===== config.mk =====
export PLATFORM = sky130hd
export DESIGN_NAME = ics_clock_stretch
export DESIGN_NICKNAME = d
export VERILOG_FILES = /design/src/ics_pkg.sv /design/src/ics_clock_stretch.sv /design/src/ics_sync2.sv
export SDC_FILE = /design/constraint.sdc
export NUM_CORES = 1
export LEC_CHECK = 0
export BUFFER_PORTS_ARGS = -buffer_cell sky130_fd_sc_hd__buf_2
export CORE_MARGIN = 5
export CORE_UTILIZATION = 40
export DETAILED_ROUTE_END_ITERATION = 7
export GPL_ROUTABILITY_DRIVEN = 0
export HOLD_SLACK_MARGIN = 0.06
export PLACE_DENSITY = 0.68
export SLEW_MARGIN = 20
export SYNTH_ARGS = -nofsm -noshare
export SYNTH_HDL_FRONTEND = slang
export SYNTH_SLANG_ARGS = --single-unit

===== constraint.sdc =====
create_clock -name core_clk_in -period 4.1 [get_ports core_clk_in]
set_input_delay 0.205 -clock core_clk_in [delete_from_list [all_inputs] [get_ports core_clk_in]]
set_output_delay 0.205 -clock core_clk_in [all_outputs]
set_load 0.05 [all_outputs]

===== src/ics_pkg.sv =====
/*
 * Constants and carrier types for the slave clock-stretch block.
 * Assumes a single core clock domain; the serial bus pins are
 * synchronised before use by the block itself.
 */
// Contract
// - Release bit clear: wait SCL low, hold
// - Software sets release bit: stop holding SCL
// - Read request acknowledged: hardware clears release bit
// - Stretch enable: stretch after every acknowledge; the code does so only for a matched address or transfer
// - Buffer full never affects stretching
// - Read requests always clear and stretch
// - Address update: stretch, release bit untouched
// - Address register write ends update stretch
// - Address hold: clear after eighth edge
// - Data hold: clear after eighth edge
// - Never start a low phase itself
// - Hold until bit set, others released
// - Master mode: stretching hidden from software; the code reports a slave holding SCL on master_wait_out
`default_nettype none

package ics_pkg;

    // ------------------------------------------------------------
    // Counts and reset values
    // ------------------------------------------------------------
    localparam int unsigned SYNC_STAGES  = 2;
    localparam logic [3:0]  EDGE_DATA_END = 4'h8;
    localparam logic [3:0]  EDGE_ACK_END  = 4'h9;
    localparam logic [3:0]  EDGE_CNT_RST  = 4'h0;
    // START's own SCL fall wraps the count to zero
    localparam logic [3:0]  EDGE_CNT_PRE  = 4'hf;
    localparam logic        CTRL_RST      = 1'b1;
    localparam logic        HOLD_RST      = 1'b0;

    // ------------------------------------------------------------
    // Carrier types
    // ------------------------------------------------------------
    typedef struct packed {
        logic stretch_after_ack_en;
        logic address_hold_en;
        logic data_hold_en;
    } ics_hold_cfg_t;

    typedef struct packed {
        logic set;
        logic clr;
    } ics_ctrl_cmd_t;

    typedef struct packed {
        logic addr_match;
        logic rw_read;
    } ics_byte_info_t;

    typedef struct packed {
        logic scl;
        logic sda;
    } ics_pins_t;

endpackage : ics_pkg

`default_nettype wire


===== src/ics_clock_stretch.sv =====
/*
 * Slave clock stretching and clock synchronisation for a serial
 * bus port. Tracks bit edges, clears the release bit on hardware
 * events and holds SCL low while stretching.
 * Assumes an open-drain SCL resolved outside, and a slave engine
 * on the same clock reporting address match and direction.
 */
`default_nettype none

module ics_clock_stretch (
    // Clock and reset
    input  wire logic                   core_clk_in,
    input  wire logic                   rst_n_in,
    // Bus pins
    input  wire logic                   scl_in,
    input  wire logic                   sda_in,
    output logic                        scl_out,
    output logic                        scl_oe_n_out,
    // Configuration
    input  wire ics_pkg::ics_hold_cfg_t hold_cfg_in,
    input  wire logic                   master_mode_in,
    input  wire logic                   master_scl_release_in,
    // Software access
    input  wire ics_pkg::ics_ctrl_cmd_t ctrl_cmd_in,
    input  wire logic                   slave_address_reg_wr_in,
    input  wire logic                   address_update_flag_in,
    // Slave engine
    input  wire ics_pkg::ics_byte_info_t byte_info_in,
    // Status
    output logic                        scl_release_ctrl_out,
    output logic                        stretching_out,
    output logic                        master_wait_out
);

    // ------------------------------------------------------------
    // Pin synchronisation and edges
    // ------------------------------------------------------------
    ics_pkg::ics_pins_t pins_sync;
    logic               scl_d_r;
    logic               sda_d_r;
    logic               scl_fall;
    logic               start_det;
    logic               stop_det;

    ics_sync2 #(
        .WIDTH       (2)
    ) u_sync (
        .core_clk_in (core_clk_in),
        .rst_n_in    (rst_n_in),
        .async_in    ({scl_in, sda_in}),
        .sync_out    (pins_sync)
    );

    assign scl_fall  = scl_d_r && !pins_sync.scl;
    assign start_det = pins_sync.scl && scl_d_r && sda_d_r
                       && !pins_sync.sda;
    assign stop_det  = pins_sync.scl && scl_d_r && !sda_d_r
                       && pins_sync.sda;

    // ------------------------------------------------------------
    // Byte tracking
    // ------------------------------------------------------------
    logic [3:0] edge_cnt_r;
    logic [3:0] edge_cnt_nxt;
    logic       active_r;
    logic       active_nxt;
    logic       first_byte_r;
    logic       first_byte_nxt;
    logic       matched_r;
    logic       matched_nxt;
    logic       read_xfer_r;
    logic       read_xfer_nxt;
    logic       scl_d_nxt;
    logic       sda_d_nxt;
    logic       edge8;
    logic       edge9;

    function automatic logic at_edge(input logic [3:0] cnt,
                                     input logic [3:0] num);
        at_edge = (cnt == num);
    endfunction : at_edge

    // Edge number that this falling edge completes
    assign edge8 = active_r && scl_fall
                   && at_edge(edge_cnt_r + 4'h1, ics_pkg::EDGE_DATA_END);
    assign edge9 = active_r && scl_fall
                   && at_edge(edge_cnt_r + 4'h1, ics_pkg::EDGE_ACK_END);

    always_comb
    begin
        scl_d_nxt      = pins_sync.scl;
        sda_d_nxt      = pins_sync.sda;
        edge_cnt_nxt   = edge_cnt_r;
        active_nxt     = active_r;
        first_byte_nxt = first_byte_r;
        matched_nxt    = matched_r;
        read_xfer_nxt  = read_xfer_r;
        if (start_det)
        begin
            edge_cnt_nxt   = ics_pkg::EDGE_CNT_PRE;
            active_nxt     = 1'b1;
            first_byte_nxt = 1'b1;
            matched_nxt    = 1'b0;
            read_xfer_nxt  = 1'b0;
        end
        else if (stop_det)
        begin
            active_nxt    = 1'b0;
            matched_nxt   = 1'b0;
            read_xfer_nxt = 1'b0;
        end
        else if (active_r && scl_fall)
        begin
            if (edge9)
            begin
                edge_cnt_nxt   = ics_pkg::EDGE_CNT_RST;
                first_byte_nxt = 1'b0;
                if (first_byte_r)
                begin
                    matched_nxt   = byte_info_in.addr_match;
                    read_xfer_nxt = byte_info_in.addr_match
                                    && byte_info_in.rw_read;
                end
            end
            else
            begin
                edge_cnt_nxt = edge_cnt_r + 4'h1;
            end
        end
    end

    always_ff @(posedge core_clk_in)
    begin
        if (!rst_n_in)
        begin
            scl_d_r      <= 1'b1;
            sda_d_r      <= 1'b1;
            edge_cnt_r   <= ics_pkg::EDGE_CNT_RST;
            active_r     <= 1'b0;
            first_byte_r <= 1'b0;
            matched_r    <= 1'b0;
            read_xfer_r  <= 1'b0;
        end
        else
        begin
            scl_d_r      <= scl_d_nxt;
            sda_d_r      <= sda_d_nxt;
            edge_cnt_r   <= edge_cnt_nxt;
            active_r     <= active_nxt;
            first_byte_r <= first_byte_nxt;
            matched_r    <= matched_nxt;
            read_xfer_r  <= read_xfer_nxt;
        end
    end

    // ------------------------------------------------------------
    // Release bit and SCL hold
    // ------------------------------------------------------------
    logic ctrl_r;
    logic ctrl_nxt;
    logic hold_r;
    logic hold_nxt;
    logic upd_hold_r;
    logic upd_hold_nxt;
    logic mwait_r;
    logic mwait_nxt;
    logic addr_now;
    logic read_ack;
    logic hw_clr;
    logic upd_evt;

    // Address byte decisions use the live match from the engine
    assign addr_now = first_byte_r && byte_info_in.addr_match;
    // Buffer state is deliberately not an input here
    assign read_ack = edge9 && (first_byte_r ? byte_info_in.rw_read
                                && byte_info_in.addr_match
                                : read_xfer_r);
    assign hw_clr   = !master_mode_in && (read_ack
        || (edge9 && hold_cfg_in.stretch_after_ack_en
            && (addr_now || matched_r))
        || (edge8 && addr_now && hold_cfg_in.address_hold_en)
        || (edge8 && !first_byte_r && matched_r
            && hold_cfg_in.data_hold_en));
    assign upd_evt  = !master_mode_in && edge9
                      && address_update_flag_in;

    always_comb
    begin
        ctrl_nxt     = ctrl_r;
        upd_hold_nxt = upd_hold_r;
        hold_nxt     = hold_r;
        // Hardware clear wins over a same-cycle set, so no stretch
        // request is lost
        if (hw_clr)
        begin
            ctrl_nxt = 1'b0;
        end
        else if (ctrl_cmd_in.set)
        begin
            ctrl_nxt = 1'b1;
        end
        else if (ctrl_cmd_in.clr)
        begin
            ctrl_nxt = 1'b0;
        end
        // Update stretch leaves the release bit alone
        if (upd_evt)
        begin
            upd_hold_nxt = 1'b1;
        end
        else if (slave_address_reg_wr_in || master_mode_in)
        begin
            upd_hold_nxt = 1'b0;
        end
        if (master_mode_in)
        begin
            hold_nxt = 1'b0;
        end
        else if (!hold_r)
        begin
            // Only grab a line already seen low
            hold_nxt = (!ctrl_r || upd_hold_r) && !pins_sync.scl;
        end
        else
        begin
            // Let go; wired-AND keeps low while others hold
            hold_nxt = !ctrl_r || upd_hold_nxt;
        end
        // Generator waits on a slave holding the line
        mwait_nxt = master_mode_in && master_scl_release_in
                    && !pins_sync.scl;
    end

    always_ff @(posedge core_clk_in)
    begin
        if (!rst_n_in)
        begin
            ctrl_r     <= ics_pkg::CTRL_RST;
            upd_hold_r <= 1'b0;
            hold_r     <= ics_pkg::HOLD_RST;
            mwait_r    <= 1'b0;
        end
        else
        begin
            ctrl_r     <= ctrl_nxt;
            upd_hold_r <= upd_hold_nxt;
            hold_r     <= hold_nxt;
            mwait_r    <= mwait_nxt;
        end
    end

    assign scl_out              = 1'b0;
    assign scl_oe_n_out         = !hold_r;
    assign scl_release_ctrl_out = ctrl_r;
    assign stretching_out       = hold_r;
    assign master_wait_out      = mwait_r;
endmodule : ics_clock_stretch

`default_nettype wire


===== src/ics_sync2.sv =====
/*
 * Two-flop synchroniser for a group of asynchronous levels.
 * Assumes the inputs are slow levels; no pulse is shorter than
 * two core clocks.
 */
`default_nettype none

module ics_sync2 #(
    parameter int unsigned WIDTH = 2
) (
    // Clock and reset
    input  wire logic             core_clk_in,
    input  wire logic             rst_n_in,
    // Levels
    input  wire logic [WIDTH-1:0] async_in,
    output logic      [WIDTH-1:0] sync_out
);

    logic [WIDTH-1:0] meta_r;
    logic [WIDTH-1:0] sync_r;

    // Idle bus reads high, so reset to ones
    always_ff @(posedge core_clk_in)
    begin
        if (!rst_n_in)
        begin
            meta_r <= '1;
            sync_r <= '1;
        end
        else
        begin
            meta_r <= async_in;
            sync_r <= meta_r;
        end
    end

    assign sync_out = sync_r;

endmodule : ics_sync2

`default_nettype wire


; ---- Yosys cells after proc, flatten, opt, wreduce, memory -nomap -nowiden
; Index checks and enable logic that the tools add are counted.
[classes]
bitwise_logic = 1
reduce_logical = 49
n_eq_ne = 3
n_addsub = 1
n_mux = 17
[op_table]
columns = op, count
row1 = logical AND 1 bit, 25
row2 = two-way mux 4 bit, 4
row3 = two-way mux 1 bit, 13
row4 = "== test 4 bit, second input constant", 2
row5 = logical NOT 1 bit, 7
row6 = logical OR 1 bit, 7
row7 = AND reduction 3 bit, 2
row8 = nonzero test 2 bit, 3
row9 = "adder 4 x 1 -> 4 bit, second input constant", 1
row10 = AND reduction 2 bit, 2
row11 = nonzero test 3 bit, 1
row12 = OR reduction 3 bit, 1
row13 = "inequality test 2 bit, second input constant", 1
row14 = OR reduction 2 bit, 1
row15 = NOT 1 bit, 1
[word_totals]
wordCells = 84
inputBits = 15
ff_bits = 18

; ---- Logic depth before layout (Yosys ltp)
[logic_depth]
ltp_word = 11
ltp_mapped = 5
ltp_nobuf = 5

; ---- Cells and area by module
; A second synthesis with hierarchy kept.
[hier_totals]
cells_unflattened = 94
area_unflattened_um2 = 853.3
[by_module_without_submodules]
columns = module, area_per_inst_um2, seq_area_each_um2, n_inst, cells_each
row1 = ics_clock_stretch, 748.2, 280.3, 1, 86
row2 = ics_sync2, 105.1, 80.1, 1, 8

; ---- Least setup slack after synthesis
; No wires, ideal clock.
[synth_timing]
kind = reg-to-reg
from = register edge_cnt_r[0]
to = register read_xfer_r
slack_ns = 2.605
arrival_time_ns = 1.425
path_stages_with_launch = 6
cell_sequence = dfxtp_1 ha_1 xnor2_2 nand4_4 or3_1 a21boi_1
[synth_between]
elab_chain_len = 4
[synth_rtl]
columns = element, line_no
row1 = start: declaration, ics_clock_stretch.sv:63  ; logic [3:0] edge_cnt_r;
row2 = start signal: assignment, ics_clock_stretch.sv:138  ; edge_cnt_r <= ics_pkg::EDGE_CNT_RST;
row3 = start signal: assignment, ics_clock_stretch.sv:148  ; edge_cnt_r <= edge_cnt_nxt;
row4 = adder 4 x 1 -> 4 bit, ics_clock_stretch.sv:87  ; && at_edge(edge_cnt_r + 4'h1, ics_pkg::EDGE_ACK_END);
row5 = == test 4 bit, ics_clock_stretch.sv:80  ; at_edge = (cnt == num);
row6 = logical AND 1 bit, ics_clock_stretch.sv:87
row7 = AND reduction 2 bit (no source line), --
row8 = end signal: assignment, ics_clock_stretch.sv:152  ; read_xfer_r <= read_xfer_nxt;
row9 = end: declaration, ics_clock_stretch.sv:71  ; logic read_xfer_r;
; Every way passes these cells.
; A chain may end at the register's enable or synchronous reset.

; ---- Worst setup path after layout
; Ends and elaborated chain as after synthesis.

==> impl_metrics.ini <==
[placed_design]
port-buffer-count = 18
hpwl_um = 1330

[synth]
syn_area_sq_um = 882
async_flop_share_pct = 0
synthSimpleGateAreaFrac_pct = 26.0
synthFlopType = dfxtp_1
ys_ff_latch = 18
synth_xor_area_share_pct = 4.68
synth_fa_ha_area_share_pct = 4.26
synthCells = 93
synth.yosys.warnings = 0
synthMuxAreaShare_pct = 0
synth_edf_count = 0
synthDistinctLibCells = 38
synth_area_per_cell_sq_um = 9.48
synth-compound-area-share_pct = 19.6
yosysSeqAreaShare_pct = 40.9
synth_top_family_by_area = simple AND/OR/NAND/NOR gates
synthesis.nets = 111

[layout]
syn2layout_area_growth_pct = 14.2
drive_gt1_share_pct = 26.1
mostFrequentLayoutCells = 18 x dfxtp_1, 18 x buf_2, 10 x nand2_1
diodes = 0
fillerInstances = 210
final_nets = 131

[routing]
drc_errors = 0
wl_per_cell_um = 12.2
vias = 700
wl_um = 1690
drtAntennaViolNets = 0
firstDrtPassIters = 3
drt-initial-drc-count = 8
viasPerCell = 5.04

[die]
die_area_sq_mm = 0.00324
die_w_um = 57.0
start_util_pct = 41.1
rows = 17
io_pins = 20
fp.dieH_um = 57.0
core-area_sq_mm = 0.00215

[clock_network]
cts_htree_levels = 1
cts-hold-fix-buffers = 0
cts_root_buffer = clkbuf_4
clock_path_buffers = 2
path_clk_slew_ps = 90
cts_tree = done
cts_resized = 0
cts_sinks = 18
clkLatencyLatePin_ps = 290
post_cts_buffers = 0
cts_made_buffers = 3

[pwr]
p_comb_share_pct = 12.3
p_switching_mw = 0.0777
pwr-share-seq_pct = 60.7
p_sw_share_pct = 25.0
vdd_drop_max_mv = 0.167
clkPwrFrac_pct = 27.1
p_per_area_mw_per_mm2 = 308
p_int_mw = 0.233
leakage_nw = 0.406

[global_routing]
grt_max_degree = 16
track_usage_pct = 11.7
grt_first_pass_wirelength_um = 2990
grt_pass1_vias = 725
grt.overflow.total = 0
antenna_found_initial = 0

[hold_path]
hp-class = in2reg

[timing]
period_share_pct = 39.4
fin_skew_ps = 4.93
tns_ps = 0
min_period_ps = 1620
setup_viol = 0
slew_viol_final = 0
rsz0062_at_grt = no
holdWs_ps = 89.8
clock.fmax_mhz = 619
hold_viol_final = 0

[critical_path]
crit_type = reg2reg
start_kind = flip-flop
critical_path.max_stage_delay_ps = 380
cp-end-kind = flip-flop
critPathTopFamily = simple AND/OR/NAND/NOR gates
required_ps = 4320
slowest_stage = dfxtp_1
crit_fanout = 6
path_buf_inv = 0
arrival_ps = 1840
cp_cell_sequence = ha_1 -> xnor2_2 -> nand4_4 -> or3_1 -> a21boi_1

[flow_run]
cap_violations = 0

[status]
status = finished, final reports clean
[cell usage after synthesis (all sizes together), types with 3 or more instances]
cell | n | share of area, %
dfxtp | 18 | 41
nand2 | 10 | 4.3
nand2b | 8 | 5.7
nand3 | 6 | 4.0
a21boi | 4 | 3.4
inv | 4 | 1.7
o21ai | 4 | 2.3
buf | 3 | 2.6
ha | 3 | 4.3
nor3 | 3 | 1.7
[layout make-up]
type | instances | area (sq um) | share of cell area, %
multi-input cells | 68 | 484 | 48.1
clock buffers | 3 | 22.5 | 2.24
repair buffers | 18 | 90.1 | 8.94
flip-flops and latches | 18 | 360 | 35.8
inverters | 4 | 15.0 | 1.49
well taps | 28 | 35.0 | 3.48
[state kept, by name, indices dropped and copies added (netlist names)]
| signal | cells |
|---|---|
| active_r | 1 |
| edge_cnt_r | 4 |
| first_byte_r | 1 |
| master_wait_out | 1 |
| matched_r | 1 |
| read_xfer_r | 1 |
| scl_d_r | 1 |
| scl_release_ctrl_out | 1 |
| sda_d_r | 1 |
| stretching_out | 1 |
| u_sync.meta_r | 2 |
| u_sync.sync_out | 2 |
| upd_hold_r | 1 |
[per-layer routing]
| metal | track usage [%] | routed length [um] |
|---|---|---|
| met3 | 3.17 | 101 |
| met5 | 0 | 0 |
| met1 | 14.1 | 787 |
| met4 | 6.29 | 42 |
| met2 | 18.8 | 763 |
[logic make-up (layout without fill, tap and decap cells)]
kind of cell | count (synthesis) | count (layout)
and+or+nand+nor | 39 | 39
AOI/OAI and AO/OA | 22 | 22
DFF | 18 | 18
buffers and inverters | 7 | 25
adders and majority gates | 3 | 3
xor gates and xnor gates | 3 | 3
other | 1 | 1
[path summary, 6_finish.rpt]
| check | from | endpoint | slack (ps) | cells after the start |
|---|---|---|---|---|
| worst max register to register | edge_cnt_r[0] | read_xfer_r | 2480 | 5 |
| worst max-delay path | edge_cnt_r[0] | read_xfer_r | 2480 | 5 |
| worst min-delay path | scl_in | u_sync.meta_r[1] | 90 | 2 |
| worst min register to register | u_sync.meta_r[1] | u_sync.sync_out[1] | 420 | 1 |
[metrics by stage]
| step | std cells | total power [mW] | utilization (%) | worst slack, ps | area, sq um |
|---|---|---|---|---|---|
| CTS | 139 | 0.317 | 46.9 | 2460 | 1010 |
| floorplan | 93 | 0.218 | - | 2600 | 882 |
| finish | 139 | 0.310 | 46.9 | 2480 | 1010 |
| detailed placement | 136 | 0.231 | 45.8 | 2480 | 985 |
| global route | 139 | 0.329 | 46.9 | 2370 | 1010 |
| global placement | 136 | 0.229 | 45.8 | 2550 | 985 |
[power by group through the flow]
| stage | sequential (mW) | clock, mW | combinational [mW] |
|---|---|---|---|
| final | 0.188 | 0.0840 | 0.0381 |
| after global routing | 0.190 | 0.0961 | 0.0427 |
| after CTS | 0.188 | 0.0900 | 0.0384 |
| after detailed placement | 0.193 | 0 | 0.0382 |
| after global placement | 0.192 | 0 | 0.0371 |
| after floorplan | 0.193 | 0 | 0.0247 |
No activity file was read; power rests on OpenSTA's default activity.
